[src/rtl/isl_pkg.sv]
// constants, types and state layout of the bus slave interface
// Contract
// - ready released once data valid or latched
// - pull 16-bit select low on range match
// - 16-bit I/O only after select seen high
// - grounded 16-bit select forces 8-bit I/O
// - 16-bit select decodes address and enable only
// - I/O read needs enable low and match
// - I/O write needs enable low and match
// - interrupt request when any status flag set; here only unmasked flags raise it
// - per-flag mask gates request, flag still records
// - straps pick base 300/320/340/360, compare address
// - shared match is memory access, strobe gives direction
// - 8-bit only until byte-high enable falls
package isl_pkg;
    localparam int ADDR_W = 10;                 // system address bits 0..9
    localparam int DATA_W = 16;                 // system data width
    localparam int NUM_FLAGS = 6;               // interrupt status flags
    localparam int IO_WIN_BITS = 5;             // 32-byte window, low bits pick offset
    localparam int SYNC_W = 8 + 2 + ADDR_W + DATA_W; // pins through synchroniser
    localparam logic [ADDR_W-1:0] IO_BASE_0 = 10'h300; // base for straps 00
    localparam int BASE_STEP_SHIFT = 5;         // each strap step adds 20 hex
    // flag positions
    localparam int BABBLE_ERROR_FLAG = 0;
    localparam int MISSED_FRAME_FLAG = 1;
    localparam int MEMORY_ERROR_FLAG = 2;
    localparam int RECEIVE_DONE_FLAG = 3;
    localparam int INIT_DONE_FLAG = 4;
    localparam int TRANSMIT_STARTED_FLAG = 5;
    localparam logic BYTE_HIGH_RST = 1'b1;      // pin idles high on pull-up

    // access sequencer states, one-hot
    typedef enum logic [2:0] {
        ST_IDLE = 3'b001,
        ST_BUSY = 3'b010,
        ST_DONE = 3'b100
    } isl_state_t;

    // whole state of the slave
    typedef struct packed {
        isl_state_t           st;
        logic [NUM_FLAGS-1:0] flags;
        logic [DATA_W-1:0]    rdData;
        logic [DATA_W-1:0]    wrData;
        logic [ADDR_W-1:0]    addr;
        logic                 isWrite;
        logic                 isMem;
        logic                 isWide;
        logic                 seenCs16High;
        logic                 seenByteHighFall;
        logic                 byteHighPrev;
    } isl_regs_t;
endpackage

[src/rtl/isl_sync.sv]
// two-flop synchroniser for a vector of pin inputs
`timescale 1ns/1ps
module isl_sync #(
    parameter int WIDTH = 1,
    parameter logic [WIDTH-1:0] RST_VAL = '0
) (
    input  wire logic             mclk,
    input  wire logic             rst,
    input  wire logic [WIDTH-1:0] din,
    output logic      [WIDTH-1:0] dout
);
    logic [WIDTH-1:0] meta_q; // first stage, read only by second

    // plain two-stage capture; bits are not coherent with each other
    always_ff @(posedge mclk or posedge rst) begin
        if (rst) begin
            meta_q <= RST_VAL;
            dout   <= RST_VAL;
        end else begin
            meta_q <= din;
            dout   <= meta_q;
        end
    end
endmodule

[src/rtl/isl_slave.sv]
// bus slave: decode, width control, pacing, data bus and interrupt request
`timescale 1ns/1ps
module isl_slave (
    input  wire logic                          mclk,
    input  wire logic                          rst,
    input  wire logic                          addrEnable,
    input  wire logic                          ioRdN,
    input  wire logic                          ioWrN,
    input  wire logic                          memRdN,
    input  wire logic                          memWrN,
    input  wire logic                          sharedMemMatch,
    input  wire logic                          byteHighEnN,
    input  wire logic [1:0]                    ioBaseSelectStraps,
    input  wire logic [isl_pkg::ADDR_W-1:0]    sysAddr,
    input  wire logic [isl_pkg::DATA_W-1:0]    sysDataIn,
    output logic      [isl_pkg::DATA_W-1:0]    sysDataOut,
    output logic                               sysDataOeN,
    input  wire logic                          cs16In,
    output logic                               cs16Out,
    output logic                               cs16OeN,
    output logic                               chanRdyOut,
    output logic                               chanRdyOeN,
    output logic                               irqReq,
    input  wire logic [isl_pkg::NUM_FLAGS-1:0] flagEvent,
    input  wire logic [isl_pkg::NUM_FLAGS-1:0] flagClear,
    input  wire logic [isl_pkg::NUM_FLAGS-1:0] flagMask,
    output logic      [isl_pkg::NUM_FLAGS-1:0] flagStatus,
    output logic                               reqValid,
    output logic                               reqWrite,
    output logic                               reqMem,
    output logic                               reqWide,
    output logic      [isl_pkg::ADDR_W-1:0]    reqAddr,
    output logic      [isl_pkg::DATA_W-1:0]    reqWrData,
    input  wire logic                          reqAck,
    input  wire logic [isl_pkg::DATA_W-1:0]    reqRdData,
    output logic                               wideEnabled
);
    import isl_pkg::*;

    // reset image of the state
    localparam isl_regs_t REGS_RST = '{st: ST_IDLE, byteHighPrev: BYTE_HIGH_RST, default: '0};
    // idle levels of synchronised pins: strobes, enable and byte-high high;
    // select read-back and shared match start low, so that the reset image is never
    // taken as proof of a wired select line, nor as a memory match
    localparam logic [SYNC_W-1:0] SYNC_RST = {6'h3f, 1'b0, 1'b0, 2'h0, {ADDR_W{1'b0}}, {DATA_W{1'b0}}};

    isl_regs_t r_q;                  // registered state
    isl_regs_t r_d;                  // next state
    logic [SYNC_W-1:0] pinsS;        // synchronised pin bundle
    logic aenS;                      // address enable after sync
    logic ioRdS;                     // read strobe, active low
    logic ioWrS;                     // write strobe, active low
    logic memRdS;                    // memory read strobe, active low
    logic memWrS;                    // memory write strobe, active low
    logic byteHighS;                 // byte-high enable, active low
    logic cs16S;                     // sampled 16-bit select line
    logic smMatchS;                  // shared memory match
    logic [1:0] strapS;              // base select straps
    logic [ADDR_W-1:0] addrS;        // system address
    logic [DATA_W-1:0] dataS;        // system data
    logic [ADDR_W-1:0] ioBase;       // selected base address
    logic ioMatch;                   // pure address/enable decode
    logic ioRdHit;                   // qualified slave read
    logic ioWrHit;                   // qualified slave write
    logic memRdHit;                  // shared memory read
    logic memWrHit;                  // shared memory write
    logic anyStrobe;                 // any strobe still asserted

    // every pin passes two flops; straps are sampled continuously so jumpers may move
    isl_sync #(
        .WIDTH   (SYNC_W),
        .RST_VAL (SYNC_RST)
    ) u_sync (
        .mclk (mclk),
        .rst  (rst),
        .din  ({addrEnable, ioRdN, ioWrN, memRdN, memWrN, byteHighEnN, cs16In, sharedMemMatch,
                ioBaseSelectStraps, sysAddr, sysDataIn}),
        .dout (pinsS)
    );

    // unpack the bundle
    assign {aenS, ioRdS, ioWrS, memRdS, memWrS, byteHighS, cs16S, smMatchS, strapS, addrS, dataS} = pinsS;

    // base from straps; upper address bits compared, low bits select offset
    assign ioBase   = IO_BASE_0 | (ADDR_W'(strapS) << BASE_STEP_SHIFT);
    assign ioMatch  = !aenS && (addrS[ADDR_W-1:IO_WIN_BITS] == ioBase[ADDR_W-1:IO_WIN_BITS]);
    assign ioRdHit  = ioMatch && !ioRdS;
    assign ioWrHit  = ioMatch && !ioWrS;
    assign memRdHit = smMatchS && !memRdS;
    assign memWrHit = smMatchS && !memWrS;
    assign anyStrobe = !ioRdS || !ioWrS || !memRdS || !memWrS;

    // next-state logic
    always_comb begin
        r_d = r_q;
        // hardware set beats software clear
        r_d.flags = (r_q.flags & ~flagClear) | flagEvent;
        // sticky proof that the 16-bit select line is really wired
        if (cs16S) begin
            r_d.seenCs16High = 1'b1;
        end
        // sticky proof of a 16-bit capable host
        r_d.byteHighPrev = byteHighS;
        if (r_q.byteHighPrev && !byteHighS) begin
            r_d.seenByteHighFall = 1'b1;
        end
        case (r_q.st)
            ST_IDLE: begin
                // io wins over memory if both appear; a real host never does both
                if (ioRdHit || ioWrHit) begin
                    r_d.st      = ST_BUSY;
                    r_d.isMem   = 1'b0;
                    r_d.isWrite = ioWrHit;
                    r_d.isWide  = wideEnabled && !byteHighS;
                    r_d.addr    = addrS;
                    r_d.wrData  = dataS;
                end else if (memRdHit || memWrHit) begin
                    r_d.st      = ST_BUSY;
                    r_d.isMem   = 1'b1;
                    r_d.isWrite = memWrHit;
                    r_d.isWide  = wideEnabled && !byteHighS;
                    r_d.addr    = addrS;
                    r_d.wrData  = dataS;
                end
            end
            ST_BUSY: begin
                // core answers; read data captured here so the bus sees a flop
                if (reqAck) begin
                    r_d.st = ST_DONE;
                    if (!r_q.isWrite) begin
                        r_d.rdData = reqRdData;
                    end
                end
            end
            ST_DONE: begin
                // hold data until the host lets go of its strobe
                if (!anyStrobe) begin
                    r_d.st = ST_IDLE;
                end
            end
            default: begin
                r_d.st = ST_IDLE;
            end
        endcase
    end

    // single state register
    always_ff @(posedge mclk or posedge rst) begin
        if (rst) begin
            r_q <= REGS_RST;
        end else begin
            r_q <= r_d;
        end
    end

    // 16-bit allowed only once both proofs are in; grounded select never proves
    assign wideEnabled = r_q.seenCs16High && r_q.seenByteHighFall;
    // open-drain select: pure decode, no strobe term, and no low unless wide ok
    assign cs16Out = 1'b0;
    assign cs16OeN = !(ioMatch && wideEnabled);
    // open-drain ready: pulled low only while the core is still working
    assign chanRdyOut = 1'b0;
    assign chanRdyOeN = (r_q.st != ST_BUSY);
    // data bus only for a read that has its data
    assign sysDataOut = r_q.rdData;
    assign sysDataOeN = !((r_q.st == ST_DONE) && !r_q.isWrite);
    // core request
    assign reqValid   = (r_q.st == ST_BUSY);
    assign reqWrite   = r_q.isWrite;
    assign reqMem     = r_q.isMem;
    assign reqWide    = r_q.isWide;
    assign reqAddr    = r_q.addr;
    assign reqWrData  = r_q.wrData;
    // interrupt request from unmasked flags
    assign flagStatus = r_q.flags;
    assign irqReq     = |(r_q.flags & ~flagMask);

    // checks
    AST_READY_AFTER_DATA: assert property (@(posedge mclk) disable iff (rst)
        $rose(chanRdyOeN) |-> (r_q.st == ST_DONE) && (r_q.isWrite || !sysDataOeN))
        else $error("ready released before data valid");
    AST_CS16_DECODE: assert property (@(posedge mclk) disable iff (rst)
        (ioMatch && wideEnabled) |-> !cs16OeN)
        else $error("16-bit select not driven on match");
    AST_CS16_NEEDS_PROOF: assert property (@(posedge mclk) disable iff (rst)
        !cs16OeN |-> r_q.seenCs16High && r_q.seenByteHighFall && ioMatch)
        else $error("16-bit select driven without proof");
    // select may only move with address, enable, straps or width proof, never with a strobe
    AST_CS16_STROBE_FREE: assert property (@(posedge mclk) disable iff (rst)
        ($stable(aenS) && $stable(addrS) && $stable(strapS) && $stable(wideEnabled)) |-> $stable(cs16OeN))
        else $error("16-bit select depends on a strobe");
    AST_NARROW_WHEN_GROUNDED: assert property (@(posedge mclk) disable iff (rst)
        (reqValid && !r_q.seenCs16High) |-> !reqWide)
        else $error("wide access with grounded select");
    AST_READ_QUALIFIED: assert property (@(posedge mclk) disable iff (rst)
        ($rose(reqValid) && !reqWrite && !reqMem) |-> !$past(aenS) && $past(ioMatch) && !$past(ioRdS))
        else $error("read accepted without qualification");
    AST_WRITE_QUALIFIED: assert property (@(posedge mclk) disable iff (rst)
        ($rose(reqValid) && reqWrite && !reqMem) |-> !$past(aenS) && $past(ioMatch) && !$past(ioWrS))
        else $error("write accepted without qualification");
    AST_IRQ_ON_FLAG: assert property (@(posedge mclk) disable iff (rst)
        (flagEvent[RECEIVE_DONE_FLAG] && !flagMask[RECEIVE_DONE_FLAG]) ##1
        !flagMask[RECEIVE_DONE_FLAG] |-> irqReq)
        else $error("unmasked flag gave no interrupt");
    AST_MASK_RECORDS: assert property (@(posedge mclk) disable iff (rst)
        flagEvent[BABBLE_ERROR_FLAG] |=> flagStatus[BABBLE_ERROR_FLAG])
        else $error("flag event lost");
    AST_NARROW_BEFORE_FALL: assert property (@(posedge mclk) disable iff (rst)
        !r_q.seenByteHighFall |-> cs16OeN && !(reqValid && reqWide))
        else $error("16-bit before byte-high fall");
    AST_READY_IDLE_UNDRIVEN: assert property (@(posedge mclk) disable iff (rst)
        (r_q.st == ST_IDLE) |-> chanRdyOeN ##1 (r_q.st != ST_BUSY || !chanRdyOeN))
        else $error("ready driven outside access");
    AST_DATA_ONLY_READ: assert property (@(posedge mclk) disable iff (rst)
        !sysDataOeN |-> (r_q.st == ST_DONE) && !r_q.isWrite)
        else $error("data bus driven outside read");

    COV_IO_READ: cover property (@(posedge mclk) disable iff (rst)
        $rose(reqValid) && !reqWrite && !reqMem ##[1:20] !sysDataOeN);
    COV_IO_WRITE: cover property (@(posedge mclk) disable iff (rst)
        $rose(reqValid) && reqWrite && !reqMem);
    COV_MEM_ACCESS: cover property (@(posedge mclk) disable iff (rst)
        $rose(reqValid) && reqMem);
    COV_WIDE: cover property (@(posedge mclk) disable iff (rst)
        reqValid && reqWide);
endmodule

[config.mk]
export PLATFORM = sky130hd
export DESIGN_NAME = isl_slave
export DESIGN_NICKNAME = d
export VERILOG_FILES = /design/src/rtl/isl_pkg.sv /design/src/rtl/isl_sync.sv /design/src/rtl/isl_slave.sv
export SDC_FILE = /design/constraint.sdc
export NUM_CORES = 1
export LEC_CHECK = 0
export BUFFER_PORTS_ARGS = -buffer_cell sky130_fd_sc_hd__buf_2
export CAP_MARGIN = 10
export CORE_ASPECT_RATIO = 1.4
export CORE_MARGIN = 2
export CORE_UTILIZATION = 55
export DETAILED_ROUTE_END_ITERATION = 10
export GPL_ROUTABILITY_DRIVEN = 0
export PLACE_DENSITY = 0.89
export SYNTH_ARGS = -nofsm -noshare
export SYNTH_HDL_FRONTEND = slang
export SYNTH_SLANG_ARGS = --single-unit
export TNS_END_PERCENT = 5
[constraint.sdc]
create_clock -name mclk -period 6.35 [get_ports mclk]
set_input_delay 1.27 -clock mclk [delete_from_list [all_inputs] [get_ports mclk]]
set_output_delay 1.27 -clock mclk [all_outputs]
set_load 0.03 [all_outputs]
## Yosys cells after proc, flatten, opt, wreduce, memory -nomap -nowiden

Cells that the tools add are included.

| cells by class | value |
|---|---|
| multiply operators | 0 |
| $lt $le $gt $ge | 0 |
| reductions and logical operators | 29 |
| bitwise gates (word level) | 6 |
| equal/unequal tests | 8 |
| add/subtract/negate cells | 0 |
| div/mod/pow operators | 0 |
| shift-type cells | 0 |
| muxes and demuxes | 7 |

Operator list:

| operator | count |
|---|---|
| $mux 29 | 2 |
| $and 6x6->6 | 2 |
| $mux 3 | 4 |
| $not 6->6 | 2 |
| $logic_and 1x1->1 | 10 |
| $logic_not 1->1 | 9 |
| $pmux 3 s3 | 1 |
| $or 6x6->6 | 1 |
| $reduce_and 3->1 | 2 |
| $reduce_or 6->1 | 1 |
| $eq 5x5->1 | 1 |
| $logic_or 1x1->1 | 5 |
| $eq 3x1->1 const B | 1 |
| $eq 3x2->1 const B | 1 |
| $eq 3x3->1 const B | 1 |
| $ne 3x2->1 const B | 1 |
| $ne 3x3->1 const B | 1 |
| $ne 2x1->1 const B | 1 |
| $ne 2x2->1 const B | 1 |
| $reduce_and 2->1 | 1 |
| $reduce_bool 2->1 | 1 |
| $not 1->1 | 1 |

| storage, ports and cells | value |
|---|---|
| flip-flop bits (word level) | 129 |
| latch bits | 0 |
| word-level logic and storage cells | 63 |
| output and inout port bits | 59 |
| input bits | 73 |
| memory bits (read-only) | 0 |
| memories | 0 |
| memory bits (writable) | 0 |

## Logic depth before layout (Yosys ltp)

| depth | value |
|---|---|
| word-level depth | 6 |
| depth in mapped cells | 6 |
| mapped depth without buffers | 5 |

## Modules after synthesis

From an unflattened synthesis, not the netlist that was laid out.

| unflattened totals | value |
|---|---|
| cell total of the unflattened synthesis | 282 |
| area total of the unflattened synthesis | 4,551.9 µm² |

Modules (own cells, without submodules):

| module | instances | area an instance (µm²) | cells each | sequential area each (µm²) |
|---|---|---|---|---|
| isl_slave | 1 | 2,731.4 | 209 | 1,428.9 |
| isl_sync | 1 | 1,820.5 | 73 | 1,816.7 |

## Worst setup path before layout

Ideal clock, no wire load.

| path | value |
|---|---|
| kind | input -> output |
| start | input port flagMask[1] (netlist bit) |
| end | output port irqReq |
| arrival time | 1.919 ns |
| path slack | 3.161 ns |
| stages on the path | 3 |
| path buffers | 0 |
| path through | inv_1 > a221oi_1 > o221ai_1 |

| on the way | value |
|---|---|
| word-level cells in the longest chain between the ends | 3 |

RTL lines:

| element | line | RTL |
|---|---|---|
| start: declaration | isl_slave.sv:26 | `input wire logic [isl_pkg::NUM_FLAGS-1:0] flagMask,` |
| $not 6->6 | isl_slave.sv:176 | `assign irqReq = \|(r_q.flags & ~flagMask);` |
| $and 6x6->6 | isl_slave.sv:176 |  |
| $reduce_or 6->1 | isl_slave.sv:176 |  |
| end: declaration | isl_slave.sv:23 | `output logic irqReq,` |

No other way between the ends.

## Worst setup path after layout

Same ends and word-level chain as after synthesis.

==> flow_metrics.tcl <==
set metrics [dict create \
    p_int_mw 1.89 \
    switching_share 0.316 \
    final_cell_mix "129 x buf_2, 115 x dfrtp_1, 32 x mux2_2" \
    min_path_type "reg2reg" \
    ios 132 \
    ctsResizeCount 0 \
    clock_latency_ns 0.40 \
    hold_path.startpoint "u_sync.meta_q[24]$_DFF_PP0_" \
    synth.cell_area_sq_mm 0.00454 \
    worstMarginPinSlew_ns 1.05 \
    drc 0 \
    vias 2350 \
    hold_violations 0 \
    start_kind "input port" \
    max_stage_delay_ns 0.28 \
    period_share 0.516 \
    routedWlPerCell_um 15.0 \
    comb_power_share 0.271 \
    fin_nets 450 \
    critical_path_class "in2out" \
    rrSetupSlack_ns 3.96 \
    antenna_left 0 \
    portBuffers 129 \
    grt-busiest-layer "met2" \
    setup_viol 0 \
    antenna_found_initial 0 \
    final_cells 492 \
    post_cts_buffers 0 \
    seq_area_frac_synth 0.715 \
    gr-usage-all-layers 0.181 \
    power.share.sequential 0.396 \
    dieArea_sq_mm 0.00900 \
    status "finished, final reports clean" \
    grt_use_met3 0.0746 \
    slew_violations 0 \
    fin_crit_ns 3.28 \
    critPathLaunch "flagMask[1]" \
    timing.max_slew.rel_slack 0.300 \
    cts_buffers 17 \
    grt_use_met2 0.299 \
    synthCells 281 \
    route.detailed.vias_per_inst 4.78 \
    antenna_cells 0 \
    yosysWarnings 0 \
    synth-seq-cells 129 \
    firstDrtPassIters 4 \
    wirelength_mm 7.39 \
    arrival_ns 2.01 \
    cpMaxStageDelayCell "a221oi_1" \
    clock_path_buffers 2 \
    postCtsHoldBufs 0 \
    crit_chain "buf_2 > inv_1 > a221oi_1 > o221ai_1 > buf_2" \
    areaGrowthSynthToFinish_pct 20.8 \
    final_layout_size_suffix_gt1_frac 0.564 \
    critical_path_buf_inv_count 3 \
    path_delay_family "compound AO/OA/AOI/OAI gates" \
    grt_max_degree 75 \
    path_max_fanout 1 \
    cts_root_buffer "clkbuf_16" \
    fin_hold_ws_ns 0.342 \
    start_util 0.560 \
    dp.cells 460 \
    grt_pass1_wl_mm 12.0 \
    power_per_cell_area_mw_per_mm2 504 \
    cts_sinks 129 \
    pwr-share-clk 0.333 \
    whs_endpoint "u_sync.dout[24]$_DFF_PP0_" \
    grt_pass1_vias 2517 \
    h-tree-depth 4 \
    clk_pin_slew_worst_paths_ns 0.05 \
    rows 39 \
    first_iter_violations 120 \
    layout_commonest_cell "buf_2" \
    skew_ns 0.00755 \
    tns_ns 0 \
    drv_cap 0 \
    ys_types 35 \
    path_common_cell "buf_2" \
    p_switching_uw 874 \
    fmax_ghz 0.305 \
    synth.avg_cell_area_sq_um 16.1 \
    reg2reg_depth 3 \
    fp.dieW_um 80.8 \
    grt-ovfl-total 0 \
    endpoint_kind "primary output" \
    cts_tree "done" \
    whs_path_depth 0 \
    rsz0062_at_grt "false" \
    die_h_um 111 \
    vdd_drop_max_mv 0.384 \
    reg2reg_from "r_q[54]$_DFFE_PP1P_" \
    core-area_sq_mm 0.00810 \
    hpwl_mm 4.88 \
    worstPathRequired_ns 5.08 \
    use_met1 0.202 \
    timing.rr.end "reqWrData[13]$_DFFE_PP0P_" \
    power_leakage_nw 2.72 \
]
-- layout make-up --
type | count | area, sq um
flip-flops and latches | 129 | 3250
fillers | 578 | 2620
multi-input cells | 86 | 833
repair buffers | 130 | 653
clock buffers | 25 | 485
well taps | 102 | 128
clock inverters | 7 | 85.1
inverters | 13 | 52.6
-- worst max-delay path by stage --
stage	endpoint	slack, ns	depth (start not counted)
3_3_place_gp	irqReq	3.09	5
5_1_grt	irqReq	3.03	5
2_1_floorplan	flagStatus[0]$_DFF_PP0_	1.66	1
4_1_cts	irqReq	3.07	5
3_5_place_dp	irqReq	3.07	5
6_report	irqReq	3.07	5
-- power by group through the flow --
stage / Clock, mW / Sequential, mW / Combinational, mW
after floorplan: 0 / 1.09 / 0.738
after global placement: 0 / 1.09 / 0.739
after detailed placement: 0 / 1.10 / 0.752
after CTS: 0.938 / 1.10 / 0.759
after global routing: 0.977 / 1.11 / 0.795
final: 0.920 / 1.09 / 0.750
-- metrics by stage --
| stage | total power [mW] | area [sq um] | worst slack (ns) | utilization |
|---|---|---|---|---|
| 2_1_floorplan | 1.83 | 4540 | 1.66 | - |
| 3_3_place_gp | 1.83 | 4910 | 3.09 | 0.606 |
| 3_5_place_dp | 1.86 | 4910 | 3.07 | 0.606 |
| 4_1_cts | 2.79 | 5480 | 3.07 | 0.677 |
| 5_1_grt | 2.88 | 5480 | 3.03 | 0.677 |
| 6_report | 2.76 | 5480 | 3.07 | 0.677 |
-- layer usage --
layer | vias to the layer above | part of all wire
met5 | - | 0
met4 | 0 | 0.019
met3 | 11 | 0.059
met2 | 77 | 0.54
met1 | 1190 | 0.38
li1 | 1072 | -
-- kinds of logic (layout without fill, tap and decap cells) --
kind of cell	count (synthesis)	count (layout)	share of synthesized area
xor+xnor	2	2	0.00386
buf+inv	67	175	0.104
compound gates	18	18	0.0292
mux	44	44	0.117
flops	129	129	0.715
other cells	1	2	0.000826
simple gates	20	20	0.0298
-- registers in the layout (all words and copies together), names as in the netlist --
| register | count |
|---|---|
| flagStatus | 6 |
| r_q | 6 |
| reqAddr | 10 |
| reqMem | 1 |
| reqWide | 1 |
| reqWrData | 16 |
| reqWrite | 1 |
| sysDataOut | 16 |
| u_sync.dout | 36 |
| u_sync.meta_q | 36 |
-- cells in the mapped netlist --
cell      number  area share
a21o_1         3      0.0050
nand3b_4       1      0.0044
mux2_1         2      0.0050
and3_1         1      0.0014
o21bai_1       5      0.0083
dfstp_2       14       0.081
nand4b_1       1      0.0019
nand4_1        1      0.0014
a21boi_2       1      0.0025
a31oi_1        2      0.0028
o221ai_1       1      0.0019
mux2_4        10       0.033
inv_1         12      0.0099
o22ai_1        1      0.0014
a32o_1         1      0.0022
xnor2_1        2      0.0039
o21ai_0        1      0.0011
or2_4          1      0.0019
and2_1         2      0.0028
or2_2          1      0.0014
a21oi_1        2      0.0022
mux2_2        32       0.079
a221oi_1       1      0.0019
and4bb_2       1      0.0028
nor2b_1        1      0.0014
conb_1         1     0.00083
buf_4         50       0.083
nor2_1         2      0.0017
nand2_1        5      0.0041
buf_6          4      0.0099
nor3b_1        1      0.0017
nand3b_1       1      0.0017
clkinv_2       1      0.0011
nand2b_1       1      0.0014
dfrtp_1      115        0.63
No activity file was read; power rests on OpenSTA's default activity.
